==> src/core/bbce_map.svh <==
// Constants of the bit, branch and clear execution block
`ifndef BBCE_MAP_SVH
`define BBCE_MAP_SVH
`define BBCE_OP_TBS_LO 8'h00
`define BBCE_OP_TBS_HI 8'h0e
`define BBCE_OP_SMB_LO 8'h10
`define BBCE_OP_SMB_HI 8'h1e
`define BBCE_OP_SUB 8'had
`define BBCE_OP_CEQ_DIR 8'h31
`define BBCE_OP_CEQ_IMMA 8'h41
`define BBCE_OP_CEQ_IMMX 8'h51
`define BBCE_OP_CEQ_IX1P 8'h61
`define BBCE_OP_CEQ_IXP 8'h71
`define BBCE_OP_CCY 8'h98
`define BBCE_OP_UMI 8'h9a
`define BBCE_OP_ZF_DIR 8'h3f
`define BBCE_OP_ZF_A 8'h4f
`define BBCE_OP_ZF_X 8'h5f
`define BBCE_OP_ZF_H 8'h8c
`define BBCE_OP_ZF_IX1 8'h6f
`define BBCE_OP_ZF_IX 8'h7f
`define BBCE_OP_PREFIX 8'h9e
`define BBCE_CYC_TBS 4'h5
`define BBCE_CYC_SMB 4'h4
`define BBCE_CYC_SUB 4'h4
`define BBCE_CYC_CEQ_DIR 4'h5
`define BBCE_CYC_CEQ_IMM 4'h4
`define BBCE_CYC_CEQ_IX1P 4'h5
`define BBCE_CYC_CEQ_IXP 4'h4
`define BBCE_CYC_CEQ_SPO 4'h6
`define BBCE_CYC_CCY 4'h1
`define BBCE_CYC_UMI 4'h2
`define BBCE_CYC_ZF_DIR 4'h3
`define BBCE_CYC_ZF_REG 4'h1
`define BBCE_CYC_ZF_IX1 4'h3
`define BBCE_CYC_ZF_IX 4'h2
`define BBCE_CYC_ZF_SPO 4'h4
`define BBCE_LEN2 16'h0002
`define BBCE_LEN3 16'h0003
`define BBCE_LEN4 16'h0004
`define BBCE_RST_SP 16'h00ff
`define BBCE_RST_FLAGS 8'h68
`define BBCE_FLAG_C 0
`define BBCE_FLAG_Z 1
`define BBCE_FLAG_N 2
`define BBCE_FLAG_I 3
`define BBCE_FLAG_V 7
`endif

==> src/core/bbce_pkg.sv <==
// Types of the bit, branch and clear execution block
`default_nettype none
package bbce_pkg;
  // Operation class picked by the decoder
  typedef enum logic [3:0] {
    BBCE_NONE = 4'h0,
    BBCE_TBS = 4'h1,
    BBCE_SMB = 4'h2,
    BBCE_SUB = 4'h3,
    BBCE_CEQ = 4'h4,
    BBCE_CCY = 4'h5,
    BBCE_UMI = 4'h6,
    BBCE_ZF = 4'h7
  } bbce_op_t;
  // Operand source of a compare or clear
  typedef enum logic [2:0] {
    BBCE_M_DIR = 3'h0,
    BBCE_M_IMM = 3'h1,
    BBCE_M_IX1 = 3'h2,
    BBCE_M_IX = 3'h3,
    BBCE_M_SPO = 3'h4,
    BBCE_M_A = 3'h5,
    BBCE_M_X = 3'h6,
    BBCE_M_H = 3'h7
  } bbce_mode_t;
  // Execution states
  typedef enum logic [1:0] {
    BBCE_S_IDLE = 2'b00,
    BBCE_S_RUN = 2'b01,
    BBCE_S_DONE = 2'b10
  } bbce_state_t;
endpackage
`default_nettype wire

==> src/core/bbce_decode.sv <==
// Opcode decoder: class, mode, bit number and cycle count
`include "bbce_map.svh"
`default_nettype none
module bbce_decode (
  input wire logic prefix,
  input wire logic [7:0] opcode,
  output bbce_pkg::bbce_op_t op,
  output bbce_pkg::bbce_mode_t mode,
  output logic [2:0] bit_num,
  output logic [3:0] cycles,
  output logic use_x
);
  import bbce_pkg::*;
  // Bit number is half the low opcode nibble for both bit groups
  assign bit_num = opcode[3:1]; // [RULE_04]
  assign use_x = (opcode == `BBCE_OP_CEQ_IMMX);
  // Flat decode; the prefix selects the stack-relative forms only
  always_comb begin
    op = BBCE_NONE;
    mode = BBCE_M_DIR;
    cycles = 4'h0;
    if (prefix) begin
      if (opcode == `BBCE_OP_CEQ_IX1P) begin
        op = BBCE_CEQ; // [RULE_20]
        mode = BBCE_M_SPO;
        cycles = `BBCE_CYC_CEQ_SPO; // [RULE_13]
      end else if (opcode == `BBCE_OP_ZF_IX1) begin
        op = BBCE_ZF;
        mode = BBCE_M_SPO;
        cycles = `BBCE_CYC_ZF_SPO; // [RULE_18]
      end
    end else if (opcode <= `BBCE_OP_TBS_HI && !opcode[0]) begin
      op = BBCE_TBS; // [RULE_04]
      cycles = `BBCE_CYC_TBS;
    end else if (opcode >= `BBCE_OP_SMB_LO && opcode <= `BBCE_OP_SMB_HI && !opcode[0]) begin
      op = BBCE_SMB; // [RULE_06]
      cycles = `BBCE_CYC_SMB;
    end else begin
      unique case (opcode)
        `BBCE_OP_SUB: begin op = BBCE_SUB; cycles = `BBCE_CYC_SUB; end // [RULE_08]
        `BBCE_OP_CEQ_DIR: begin op = BBCE_CEQ; cycles = `BBCE_CYC_CEQ_DIR; end // [RULE_13]
        `BBCE_OP_CEQ_IMMA,
        `BBCE_OP_CEQ_IMMX: begin
          op = BBCE_CEQ;
          mode = BBCE_M_IMM;
          cycles = `BBCE_CYC_CEQ_IMM;
        end
        `BBCE_OP_CEQ_IX1P: begin
          op = BBCE_CEQ;
          mode = BBCE_M_IX1;
          cycles = `BBCE_CYC_CEQ_IX1P;
        end
        `BBCE_OP_CEQ_IXP: begin op = BBCE_CEQ; mode = BBCE_M_IX; cycles = `BBCE_CYC_CEQ_IXP; end
        `BBCE_OP_CCY: begin op = BBCE_CCY; cycles = `BBCE_CYC_CCY; end // [RULE_14]
        `BBCE_OP_UMI: begin op = BBCE_UMI; cycles = `BBCE_CYC_UMI; end // [RULE_15]
        `BBCE_OP_ZF_DIR: begin op = BBCE_ZF; cycles = `BBCE_CYC_ZF_DIR; end // [RULE_18]
        `BBCE_OP_ZF_A: begin op = BBCE_ZF; mode = BBCE_M_A; cycles = `BBCE_CYC_ZF_REG; end
        `BBCE_OP_ZF_X: begin op = BBCE_ZF; mode = BBCE_M_X; cycles = `BBCE_CYC_ZF_REG; end
        `BBCE_OP_ZF_H: begin op = BBCE_ZF; mode = BBCE_M_H; cycles = `BBCE_CYC_ZF_REG; end
        `BBCE_OP_ZF_IX1: begin op = BBCE_ZF; mode = BBCE_M_IX1; cycles = `BBCE_CYC_ZF_IX1; end
        `BBCE_OP_ZF_IX: begin op = BBCE_ZF; mode = BBCE_M_IX; cycles = `BBCE_CYC_ZF_IX; end
        default: begin op = BBCE_NONE; end // Opcodes of other groups
      endcase
    end
  end
endmodule
`default_nettype wire

==> src/core/bbce_target.sv <==
// Branch target adder with sign-extended displacement
`default_nettype none
module bbce_target (
  input wire logic [15:0] base_pc,
  input wire logic [15:0] length,
  input wire logic [7:0] disp,
  output logic [15:0] fall_pc,
  output logic [15:0] taken_pc
);
  // Displacement is widened with its sign before the add
  wire [15:0] disp_ext = {{8{disp[7]}}, disp}; // [RULE_19]
  assign fall_pc = base_pc + length;
  assign taken_pc = fall_pc + disp_ext;
endmodule
`default_nettype wire

==> src/core/bbce_exec.sv <==
// Execution unit for the bit, branch, compare and clear instruction group
`include "bbce_map.svh"
`default_nettype none
// Notes on behaviour
// [RULE_01] Bit one: branch to pc+3 plus displacement
// [RULE_02] Tested bit copied to carry, always
// [RULE_03] Bit operands use one-byte direct page address
// [RULE_04] Bit test opcodes even 00-0E, five cycles
// [RULE_05] Bit set changes one bit, no flags
// [RULE_06] Bit set is read-modify-write, opcodes 10-1E, four cycles
// [RULE_07] Subroutine branch pushes low then high return byte
// [RULE_08] Then adds displacement; opcode AD, four cycles
// [RULE_09] Compare A or X with memory, flags untouched
// [RULE_10] Target length three, two or four by mode
// [RULE_11] Post-increment forms bump index pair always
// [RULE_12] Offset form address is index plus unsigned byte
// [RULE_13] Compare-branch opcodes and cycle counts as listed
// [RULE_14] Clear carry, opcode 98, one cycle
// [RULE_15] Mask cleared at end of its cycle, 9A
// [RULE_16] Next instruction runs before any pending interrupt; code holds it off only if the mask was set before 9A
// [RULE_17] Clear writes zero; V,N zero, Z one
// [RULE_18] Clear opcodes and cycle counts as listed
// [RULE_19] Displacement sign-extended to sixteen bits
// [RULE_20] Prefix 9E selects stack pointer as base
module bbce_exec (
  input wire logic sys_clk,
  input wire logic rstn,
  input wire logic start, // Pulse: execute the instruction below
  input wire logic prefix, // Instruction carried the 9E prefix
  input wire logic [7:0] opcode,
  input wire logic [7:0] operand1, // dd, ii, ff or rr
  input wire logic [7:0] operand2, // rr when present
  input wire logic [15:0] pc_in, // Address of the opcode byte
  input wire logic [7:0] acc_in,
  input wire logic [15:0] hx_in,
  input wire logic [15:0] sp_in,
  input wire logic [7:0] flags_in,
  input wire logic irq_pending,
  input wire logic [7:0] mem_rdata, // Read data, valid in the cycle mem_rd is high
  output logic [15:0] mem_addr,
  output logic [7:0] mem_wdata,
  output logic mem_rd,
  output logic mem_wr,
  output logic busy,
  output logic done, // Pulse: results below are final
  output logic [15:0] pc_out,
  output logic [7:0] acc_out,
  output logic [15:0] hx_out,
  output logic [15:0] sp_out,
  output logic [7:0] flags_out,
  output logic irq_inhibit, // Hold off interrupt entry before next instruction
  output logic illegal // Pulse: opcode belongs to another group
);
  import bbce_pkg::*;

  // Reset release through two flops
  logic rst_s1_ff, rst_s2_ff;
  always_ff @(posedge sys_clk or negedge rstn) begin
    if (!rstn) begin
      rst_s1_ff <= 1'b0;
      rst_s2_ff <= 1'b0;
    end else begin
      rst_s1_ff <= 1'b1;
      rst_s2_ff <= rst_s1_ff;
    end
  end
  wire rst_n = rst_s2_ff;

  // Decoder of the incoming opcode
  bbce_op_t dec_op;
  bbce_mode_t dec_mode;
  logic [2:0] dec_bit;
  logic [3:0] dec_cyc;
  logic dec_use_x;
  bbce_decode u_dec (
    .prefix(prefix),
    .opcode(opcode),
    .op(dec_op),
    .mode(dec_mode),
    .bit_num(dec_bit),
    .cycles(dec_cyc),
    .use_x(dec_use_x)
  );

  // Latched instruction context
  bbce_state_t state_ff;
  bbce_op_t op_ff;
  bbce_mode_t mode_ff;
  logic [2:0] bit_ff;
  logic [3:0] cyc_ff; // Cycles left in the instruction
  logic use_x_ff;
  logic [7:0] opd1_ff, opd2_ff;
  logic [15:0] opc_pc_ff;
  logic [7:0] mdata_ff; // Captured memory byte
  logic [1:0] step_ff; // Bus step inside the instruction

  // Result registers (outputs)
  logic [15:0] mem_addr_ff, pc_ff, hx_ff, sp_ff;
  logic [7:0] mem_wdata_ff, acc_ff, flags_ff;
  logic mem_rd_ff, mem_wr_ff, done_ff, inhibit_ff, illegal_ff, busy_ff;

  assign mem_addr = mem_addr_ff;
  assign mem_wdata = mem_wdata_ff;
  assign mem_rd = mem_rd_ff;
  assign mem_wr = mem_wr_ff;
  assign busy = busy_ff;
  assign done = done_ff;
  assign pc_out = pc_ff;
  assign acc_out = acc_ff;
  assign hx_out = hx_ff;
  assign sp_out = sp_ff;
  assign flags_out = flags_ff;
  assign irq_inhibit = inhibit_ff;
  assign illegal = illegal_ff;

  // Effective address per mode; offsets are unsigned bytes
  wire [15:0] dir_addr = {8'h00, opd1_ff}; // [RULE_03]
  wire [15:0] ix1_addr = hx_ff + {8'h00, opd1_ff}; // [RULE_12]
  wire [15:0] spo_addr = sp_ff + {8'h00, opd1_ff}; // [RULE_20]
  wire [15:0] eff_addr = (mode_ff == BBCE_M_IX1) ? ix1_addr :
                         (mode_ff == BBCE_M_IX) ? hx_ff :
                         (mode_ff == BBCE_M_SPO) ? spo_addr : dir_addr;

  // Instruction length and displacement for branch targets
  wire [15:0] ins_len = (op_ff == BBCE_SUB || op_ff == BBCE_SMB) ? `BBCE_LEN2 :
                        (mode_ff == BBCE_M_IX) ? `BBCE_LEN2 : // [RULE_10]
                        (mode_ff == BBCE_M_SPO) ? `BBCE_LEN4 : `BBCE_LEN3;
  wire [7:0] disp = (mode_ff == BBCE_M_IX) ? opd1_ff :
                    (op_ff == BBCE_SUB) ? opd1_ff : opd2_ff;
  logic [15:0] fall_pc, taken_pc;
  bbce_target u_tgt (
    .base_pc(opc_pc_ff),
    .length(ins_len),
    .disp(disp),
    .fall_pc(fall_pc),
    .taken_pc(taken_pc)
  );

  // Test and compare results
  wire test_bit = mdata_ff[bit_ff]; // [RULE_01]
  wire [7:0] cmp_reg = use_x_ff ? hx_ff[7:0] : acc_ff; // [RULE_09]
  wire [7:0] cmp_mem = (mode_ff == BBCE_M_IMM) ? opd1_ff : mdata_ff;
  wire cmp_eq = (cmp_reg == cmp_mem); // [RULE_09]
  wire [7:0] set_byte = mdata_ff | (8'h01 << bit_ff); // [RULE_05]
  wire needs_read = (op_ff == BBCE_TBS) || (op_ff == BBCE_SMB) ||
                    ((op_ff == BBCE_CEQ) && (mode_ff != BBCE_M_IMM));
  wire zf_mem = (op_ff == BBCE_ZF) && (mode_ff != BBCE_M_A) &&
                (mode_ff != BBCE_M_X) && (mode_ff != BBCE_M_H);
  wire last_cyc = (cyc_ff == 4'h1);

  // Control: accept, count cycles, finish
  always_ff @(posedge sys_clk or negedge rst_n) begin
    if (!rst_n) begin
      state_ff <= BBCE_S_IDLE;
      op_ff <= BBCE_NONE;
      mode_ff <= BBCE_M_DIR;
      bit_ff <= 3'h0;
      cyc_ff <= 4'h0;
      use_x_ff <= 1'b0;
      opd1_ff <= 8'h00;
      opd2_ff <= 8'h00;
      opc_pc_ff <= 16'h0000;
      step_ff <= 2'h0;
      busy_ff <= 1'b0;
      done_ff <= 1'b0;
      illegal_ff <= 1'b0;
    end else begin
      done_ff <= 1'b0;
      illegal_ff <= 1'b0;
      unique case (state_ff)
        BBCE_S_IDLE: begin
          if (start && dec_op == BBCE_NONE) begin
            illegal_ff <= 1'b1; // Not ours; leave state alone
          end else if (start) begin
            state_ff <= BBCE_S_RUN;
            op_ff <= dec_op;
            mode_ff <= dec_mode;
            bit_ff <= dec_bit;
            cyc_ff <= dec_cyc;
            use_x_ff <= dec_use_x;
            opd1_ff <= operand1;
            opd2_ff <= operand2;
            opc_pc_ff <= pc_in;
            step_ff <= 2'h0;
            busy_ff <= 1'b1; // Registered copy of state not idle
          end
        end
        BBCE_S_RUN: begin
          cyc_ff <= cyc_ff - 4'h1;
          step_ff <= (step_ff == 2'h3) ? step_ff : step_ff + 2'h1;
          if (last_cyc) begin
            state_ff <= BBCE_S_DONE;
          end
        end
        BBCE_S_DONE: begin
          done_ff <= 1'b1;
          state_ff <= BBCE_S_IDLE;
          busy_ff <= 1'b0;
        end
        default: state_ff <= BBCE_S_IDLE;
      endcase
    end
  end

  // Memory bus: read at step 0, capture at step 1; set-bit write at step 2, clear and push writes from step 0
  always_ff @(posedge sys_clk or negedge rst_n) begin
    if (!rst_n) begin
      mem_addr_ff <= 16'h0000;
      mem_wdata_ff <= 8'h00;
      mem_rd_ff <= 1'b0;
      mem_wr_ff <= 1'b0;
      mdata_ff <= 8'h00;
    end else begin
      mem_rd_ff <= 1'b0;
      mem_wr_ff <= 1'b0;
      if (state_ff == BBCE_S_RUN) begin
        if (step_ff == 2'h0 && needs_read) begin
          mem_addr_ff <= eff_addr; // [RULE_03]
          mem_rd_ff <= 1'b1;
        end
        if (step_ff == 2'h1) begin
          mdata_ff <= mem_rdata;
        end
        if (step_ff == 2'h2 && op_ff == BBCE_SMB) begin
          mem_addr_ff <= dir_addr; // Whole byte written back [RULE_06]
          mem_wdata_ff <= set_byte; // [RULE_05]
          mem_wr_ff <= 1'b1;
        end
        if (step_ff == 2'h0 && zf_mem) begin
          mem_addr_ff <= eff_addr;
          mem_wdata_ff <= 8'h00; // [RULE_17]
          mem_wr_ff <= 1'b1;
        end
        if (op_ff == BBCE_SUB && step_ff == 2'h0) begin
          mem_addr_ff <= sp_ff;
          mem_wdata_ff <= fall_pc[7:0]; // Low return byte first [RULE_07]
          mem_wr_ff <= 1'b1;
        end
        if (op_ff == BBCE_SUB && step_ff == 2'h1) begin
          mem_addr_ff <= sp_ff;
          mem_wdata_ff <= fall_pc[15:8]; // [RULE_07]
          mem_wr_ff <= 1'b1;
        end
      end
    end
  end

  // Architectural results: pc, registers, flags
  always_ff @(posedge sys_clk or negedge rst_n) begin
    if (!rst_n) begin
      pc_ff <= 16'h0000;
      acc_ff <= 8'h00;
      hx_ff <= 16'h0000;
      sp_ff <= `BBCE_RST_SP;
      flags_ff <= `BBCE_RST_FLAGS;
      inhibit_ff <= 1'b0;
    end else if (state_ff == BBCE_S_IDLE && start) begin
      acc_ff <= acc_in;
      hx_ff <= hx_in;
      sp_ff <= sp_in;
      flags_ff <= flags_in;
      inhibit_ff <= 1'b0;
    end else if (state_ff == BBCE_S_RUN) begin
      // Stack pointer drops once per push
      if (op_ff == BBCE_SUB && step_ff != 2'h2 && step_ff != 2'h3) begin
        sp_ff <= sp_ff - 16'h0001; // [RULE_07]
      end
      if (last_cyc) begin
        unique case (op_ff)
          BBCE_TBS: begin
            flags_ff[`BBCE_FLAG_C] <= test_bit; // [RULE_02]
            pc_ff <= test_bit ? taken_pc : fall_pc; // [RULE_01]
          end
          BBCE_SUB: pc_ff <= taken_pc; // [RULE_08]
          BBCE_CEQ: begin
            pc_ff <= cmp_eq ? taken_pc : fall_pc; // [RULE_10]
            if (mode_ff == BBCE_M_IX || mode_ff == BBCE_M_IX1) begin
              hx_ff <= hx_ff + 16'h0001; // Taken or not [RULE_11]
            end
          end
          BBCE_CCY: begin
            flags_ff[`BBCE_FLAG_C] <= 1'b0; // [RULE_14]
            pc_ff <= opc_pc_ff + 16'h0001;
          end
          BBCE_UMI: begin
            // Mask drops only as the cycle ends; hold off entry only if the mask was set
            flags_ff[`BBCE_FLAG_I] <= 1'b0; // [RULE_15]
            inhibit_ff <= flags_ff[`BBCE_FLAG_I]; // [RULE_16]
            pc_ff <= opc_pc_ff + 16'h0001;
          end
          BBCE_ZF: begin
            flags_ff[`BBCE_FLAG_V] <= 1'b0; // [RULE_17]
            flags_ff[`BBCE_FLAG_N] <= 1'b0;
            flags_ff[`BBCE_FLAG_Z] <= 1'b1;
            if (mode_ff == BBCE_M_A) acc_ff <= 8'h00;
            if (mode_ff == BBCE_M_X) hx_ff[7:0] <= 8'h00;
            if (mode_ff == BBCE_M_H) hx_ff[15:8] <= 8'h00;
            pc_ff <= opc_pc_ff + ((mode_ff == BBCE_M_IX) ? 16'h0001 :
                     (mode_ff == BBCE_M_SPO) ? 16'h0003 :
                     (zf_mem) ? 16'h0002 : 16'h0001);
          end
          default: pc_ff <= fall_pc;
        endcase
      end
    end else if (state_ff == BBCE_S_IDLE && irq_pending && !inhibit_ff) begin
      inhibit_ff <= 1'b0;
    end
  end

  // Set-bit write keeps other bits and flags
  a_smb_write: assert property (@(posedge sys_clk) disable iff (!rst_n) // [RULE_05]
    (mem_wr_ff && op_ff == BBCE_SMB) |-> (mem_wdata_ff == set_byte && $stable(flags_ff)))
    else $error("set-bit write wrong");
  a_tbs_carry: assert property (@(posedge sys_clk) disable iff (!rst_n) // [RULE_02]
    (state_ff == BBCE_S_RUN && last_cyc && op_ff == BBCE_TBS) |=>
      (flags_ff[`BBCE_FLAG_C] == $past(test_bit)))
    else $error("carry not tested bit");
  a_bit_dirpage: assert property (@(posedge sys_clk) disable iff (!rst_n) // [RULE_03]
    (mem_rd_ff && (op_ff == BBCE_TBS || op_ff == BBCE_SMB)) |-> (mem_addr_ff[15:8] == 8'h00))
    else $error("bit operand off page zero");
  a_sub_push: assert property (@(posedge sys_clk) disable iff (!rst_n) // [RULE_07]
    (mem_wr_ff && op_ff == BBCE_SUB && step_ff == 2'h1) |->
      (mem_wdata_ff == fall_pc[7:0]) ##1 (mem_wr_ff && mem_wdata_ff == fall_pc[15:8]))
    else $error("return bytes pushed out of order");
  a_ceq_flags: assert property (@(posedge sys_clk) disable iff (!rst_n) // [RULE_09]
    (state_ff == BBCE_S_RUN && op_ff == BBCE_CEQ) |=> $stable(flags_ff))
    else $error("compare changed flags");
  a_ceq_incr: assert property (@(posedge sys_clk) disable iff (!rst_n) // [RULE_11]
    (state_ff == BBCE_S_RUN && last_cyc && op_ff == BBCE_CEQ && mode_ff == BBCE_M_IX) |=>
      (hx_ff == $past(hx_ff) + 16'h0001))
    else $error("index not incremented");
  a_ccy_carry: assert property (@(posedge sys_clk) disable iff (!rst_n) // [RULE_14]
    (state_ff == BBCE_S_RUN && op_ff == BBCE_CCY) |=> (!flags_ff[`BBCE_FLAG_C] ##1 done_ff))
    else $error("clear carry wrong");
  a_zf_flags: assert property (@(posedge sys_clk) disable iff (!rst_n) // [RULE_17]
    (state_ff == BBCE_S_DONE && op_ff == BBCE_ZF) |->
      (flags_ff[`BBCE_FLAG_Z] && !flags_ff[`BBCE_FLAG_N] && !flags_ff[`BBCE_FLAG_V]))
    else $error("clear flags wrong");
endmodule
`default_nettype wire

==> config.mk <==
export PLATFORM = sky130hd
export DESIGN_NAME = bbce_exec
export DESIGN_NICKNAME = d
export VERILOG_FILES = /design/src/core/bbce_pkg.sv /design/src/core/bbce_decode.sv /design/src/core/bbce_target.sv /design/src/core/bbce_exec.sv
export VERILOG_INCLUDE_DIRS = /design/src /design/src/core
export SDC_FILE = /design/constraint.sdc
export NUM_CORES = 1
export LEC_CHECK = 0
export ABC_CLOCK_PERIOD_IN_PS = 6500
export BUFFER_PORTS_ARGS = -buffer_cell sky130_fd_sc_hd__buf_4
export CAP_MARGIN = 0
export CELL_PAD_IN_SITES_DETAIL_PLACEMENT = 0
export CELL_PAD_IN_SITES_GLOBAL_PLACEMENT = 2
export CORE_MARGIN = 1.5
export CORE_UTILIZATION = 35
export CTS_BUF_LIST = sky130_fd_sc_hd__clkbuf_8
export CTS_CLUSTER_SIZE = 25
export DETAILED_ROUTE_END_ITERATION = 8
export PLACE_DENSITY = 0.79
export SYNTH_ARGS = -nofsm -noshare
export SYNTH_HDL_FRONTEND = slang
export SYNTH_SLANG_ARGS = --single-unit
==> constraint.sdc <==
create_clock -name sys_clk -period 6.5 [get_ports sys_clk]
set_input_delay 0.325 -clock sys_clk [delete_from_list [all_inputs] [get_ports sys_clk]]
set_output_delay 0.325 -clock sys_clk [all_outputs]
set_load 0.03 [all_outputs]
==> flow_metrics.py <==
metrics = {
    "synth": {
        "synth-xor-area-share_pct": 6.11,
        "syn_nets": 1436,
        "ys_seq_area_share_pct": 34.6,
        "synth_compound_area_share_pct": 21.1,
        "synth_cells": 1286,
        "synthAdderAreaFrac_pct": 5.82,
        "muxShareOfSynthArea_pct": 8.95,
        "synth_top_family_by_area": "compound AO/OA/AOI/OAI gates",
        "ys_ff_latch": 154,
        "synth_top_flop_cell": "dfrtp_1",
        "avgSynthCellArea_um2": 8.69,
        "yosysUniqueCellTypes": 84,
        "yosys_warnings": 0,
        "async_flop_share_pct": 100,
        "synth_edf_count": 0,
        "synth-simple-area-share_pct": 18.4,
        "mappedNetlistArea_um2": 11200,
    },
    "global_routing": {
        "overflow": 0,
        "grt_pass1_wl_um": 58700,
        "grt_max_degree": 61,
        "grt_pass1_vias": 10200,
        "grt_util_all_layers_pct": 23.1,
        "antenna_found_initial": 0,
    },
    "clock_network": {
        "htreeDepth": 4,
        "cts-root-buf": "clkbuf_8",
        "cts_sinks": 154,
        "clk_pin_slew_ps": 100,
        "cts_buffer_depth": 2,
        "post_cts_resized": 0,
        "clk_latency_ps": 490,
        "cts_buffers": 17,
        "cts_tree": "yes",
    },
    "floorplan": {
        "die_y_um": 182,
        "core_area_um2": 31500,
        "io_pins": 195,
        "dieArea_um2": 33000,
        "start_util_pct": 35.5,
        "die_w_um": 182,
        "fp-row-count": 65,
    },
    "pwr": {
        "peakVddDrop_uv": 213,
        "p_comb_share_pct": 60.4,
        "seqPwrFrac_pct": 30.0,
        "intPower_uw": 3440,
        "switching_power_uw": 3600,
        "powerDensity_nw_per_um2": 532,
        "power_switching_share_pct": 51.2,
        "power.share.clock_pct": 9.6,
        "leakagePower_uw": 0.00586,
    },
    "cells_and_area": {
        "nets": 1592,
        "nFillCells": 3279,
        "diodes": 0,
        "multi_input_area_um2": 6750,
        "syn2layout_area_growth_pct": 18.2,
        "drive_gt1_share_pct": 22.9,
        "ff_latch_area_um2": 3870,
    },
    "detailed_routing": {
        "drt_iter0_drc": 665,
        "vias": 10200,
        "wire_per_inst_um": 20.2,
        "wl_um": 37400,
        "ant_nets": 0,
        "dr.pass1.iters": 5,
        "drcViolationCount": 0,
        "drt-vias-per-instance": 5.49,
    },
    "setup_path": {
        "crit_path_start_kind": "flip-flop",
        "cp.required_ps": 6900,
        "reg2reg_slack_ps": 1260,
        "crit_arrival_ps": 5640,
        "end_kind": "flip-flop",
        "timing.rr.start": "mode_ff[2]",
        "crit_type": "flip-flop to flip-flop",
        "reg2reg_depth": 19,
        "critPathMaxFanout": 19,
        "r2r_end": "pc_out[12]",
    },
    "sta": {
        "maxSlewHeadroom_pct": 28.3,
        "totalNegativeSetupSlack_ps": 0,
        "hold_viol_final": 0,
        "hold_slack_ps": 31.0,
        "fmax_mhz": 191,
        "finalCritPeriodShare_pct": 80.6,
        "fin_crit_ps": 5240,
        "clock_skew_ps": 22.7,
        "rsz0062_at_grt": "false",
        "tightest_slew_ps": 1070,
        "setup_viol": 0,
        "slew_violations": 0,
    },
    "hold_path": {
        "hold_start": "flags_in[4]",
        "min_path_cells": 3,
        "hp-class": "input pin to flip-flop",
        "whs_endpoint": "flags_out[4]",
    },
    "placed_design": {
        "hpwl_um": 28200,
        "io_buffers": 193,
        "gp_congestion": 0.854,
    },
    "job": {
        "maxCapViolCount": 0,
    },
    "status": {
        "status": "finished, final reports clean",
    },
}
==> worst max path at each step <==
| stage | startpoint | depth (start not counted) | end | slack [ps] |
|---|---|---|---|---|
| detailed placement | mode_ff[0] | 18 | pc_out[12] | 1330 |
| floorplan | rst_n | 0 | acc_out[0] | 1910 |
| finish | mode_ff[2] | 19 | pc_out[12] | 1260 |
| CTS | mode_ff[0] | 18 | pc_out[12] | 1290 |
| global placement | mode_ff[0] | 19 | pc_out[12] | 1410 |
| global route | mode_ff[1] | 18 | pc_out[12] | 920 |
==> layout by cell type, fill, tap and decap left out, types with 11 or more instances in the layout <==
cell and instances:
a221oi_1 12, nand3_1 29, nand2_1 129, dfrtp_1 142, o21ai_0 113, mux2_4 31, xor2_1 25, and3_1 20
o211ai_1 16, mux2i_1 23, nor2b_1 12, nor3_1 37, ha_1 44, buf_4 201, a31oi_1 26, nor2_1 120
inv_1 58, mux2_2 25, a211oi_1 12, xnor2_1 53, clkbuf_8 17, nand4_1 11, dfstp_2 11, a21oi_1 97
a21o_1 15
==> flip-flops by register name, summed over array words and instances, names as in the netlist, 2 cells and up <==
| name | cells |
|---|---|
| state_ff | 2 |
| op_ff | 3 |
| mode_ff | 3 |
| mem_addr | 16 |
| hx_out | 16 |
| acc_out | 8 |
| cyc_ff | 4 |
| mdata_ff | 8 |
| flags_out | 8 |
| bit_ff | 3 |
| opd2_ff | 8 |
| pc_out | 16 |
| sp_out | 16 |
| opd1_ff | 8 |
| opc_pc_ff | 16 |
| mem_wdata | 8 |
| step_ff | 2 |
==> power by group through the flow <==
stage | Sequential, µW | Combinational (µW) | Clock [µW]
2_1_floorplan | 2310 | 2630 | 0
3_3_place_gp | 2130 | 4240 | 0
3_5_place_dp | 2130 | 4250 | 0
4_1_cts | 2120 | 4270 | 697
5_1_grt | 2190 | 4680 | 737
6_report | 2110 | 4250 | 674
==> metrics by stage <==
| stage | power (µW) | area (µm²) | utilization, % | setup WS, ps | instances |
|---|---|---|---|---|---|
| floorplan | 4940 | 11200 | - | 1910 | 1286 |
| global placement | 6370 | 12800 | 40.8 | 1410 | 1822 |
| detailed placement | 6380 | 12800 | 40.8 | 1330 | 1822 |
| CTS | 7090 | 13200 | 42.0 | 1290 | 1857 |
| global route | 7610 | 13200 | 42.0 | 916 | 1857 |
| finish | 7040 | 13200 | 42.0 | 1260 | 1857 |
==> timing repair <==
item | CTS | global route
hold buffers | 3 | 0
hold endpoints to repair | 4 | 0
setup endpoints to repair | 0 | 0
setup buffers | 0 | 0
==> critical path, stage by stage, from the launching register on <==
cell,delay [ps]
dfrtp_1,590
nor2b_1,550
nand2_1,230
and3_1,250
ha_1,200
inv_1,70
fa_1,200
nor2b_1,70
o21ai_1,460
nor2_1,260
xor2_1,300
ha_1,330
a21o_1,170
a21o_1,180
a21o_1,160
or2_2,310
a311oi_1,340
xnor2_1,170
nand2_1,70
a31oi_1,230
==> cells by family after synthesis <==
kind of cell             after synthesis
buffers and inverters                123
adder cells (fa/ha/maj)               49
AND/OR/NAND/NOR                      427
AO/OA/AOI/OAI                        374
XOR/XNOR                              78
multiplexers                          80
other                                  1
flip-flops                           154
==> cell usage after synthesis, types with 7 or more instances <==
library cell  count  area (µm²)
dfrtp_1         143        3580
nand2_1         129         484
nor2_1          120         450
o21ai_0         113         566
a21oi_1          97         485
inv_1            55         206
xnor2_1          53         464
clkbuf_1         45         169
ha_1             44         551
nor3_1           37         185
mux2_4           31         465
nand3_1          29         145
a31oi_1          26         163
mux2_2           25         282
xor2_1           25         219
mux2i_1          23         230
and3_1           20         125
o211ai_1         16         120
a21o_1           15         113
a211oi_1         12        90.1
a221oi_1         12         105
nor2b_1          12        75.1
and2_1           11        68.8
buf_2            11        55.1
dfstp_2          11         289
nand4_1          11        68.8
nand2b_1         10        62.6
o221ai_1         10        87.6
o22ai_1           9        56.3
a22o_1            8        70.1
o21ai_1           8        40.0
o31ai_1           7        52.6
or2_2             7        43.8
==> routing by layer <==
metal / wire [µm] / vias to the layer above / global-route usage (%)
met5: 0 / - / 0
met4: 940 / 0 / 7.50
li1: - / 4956 / -
met1: 16500 / 4964 / 29.2
met3: 1220 / 45 / 3.31
met2: 18700 / 226 / 40.4
==> final cells by class <==
class,instances,share of cell area [%]
Sequential cell,154,29.3
Tap cell,402,3.81
Clock inverter,15,0.795
Inverter,56,1.59
Timing Repair Buffer,204,11.6
Clock buffer,17,1.77
Multi-Input combinational cell,1009,51.1
Power figures use the tool's default switching activity.
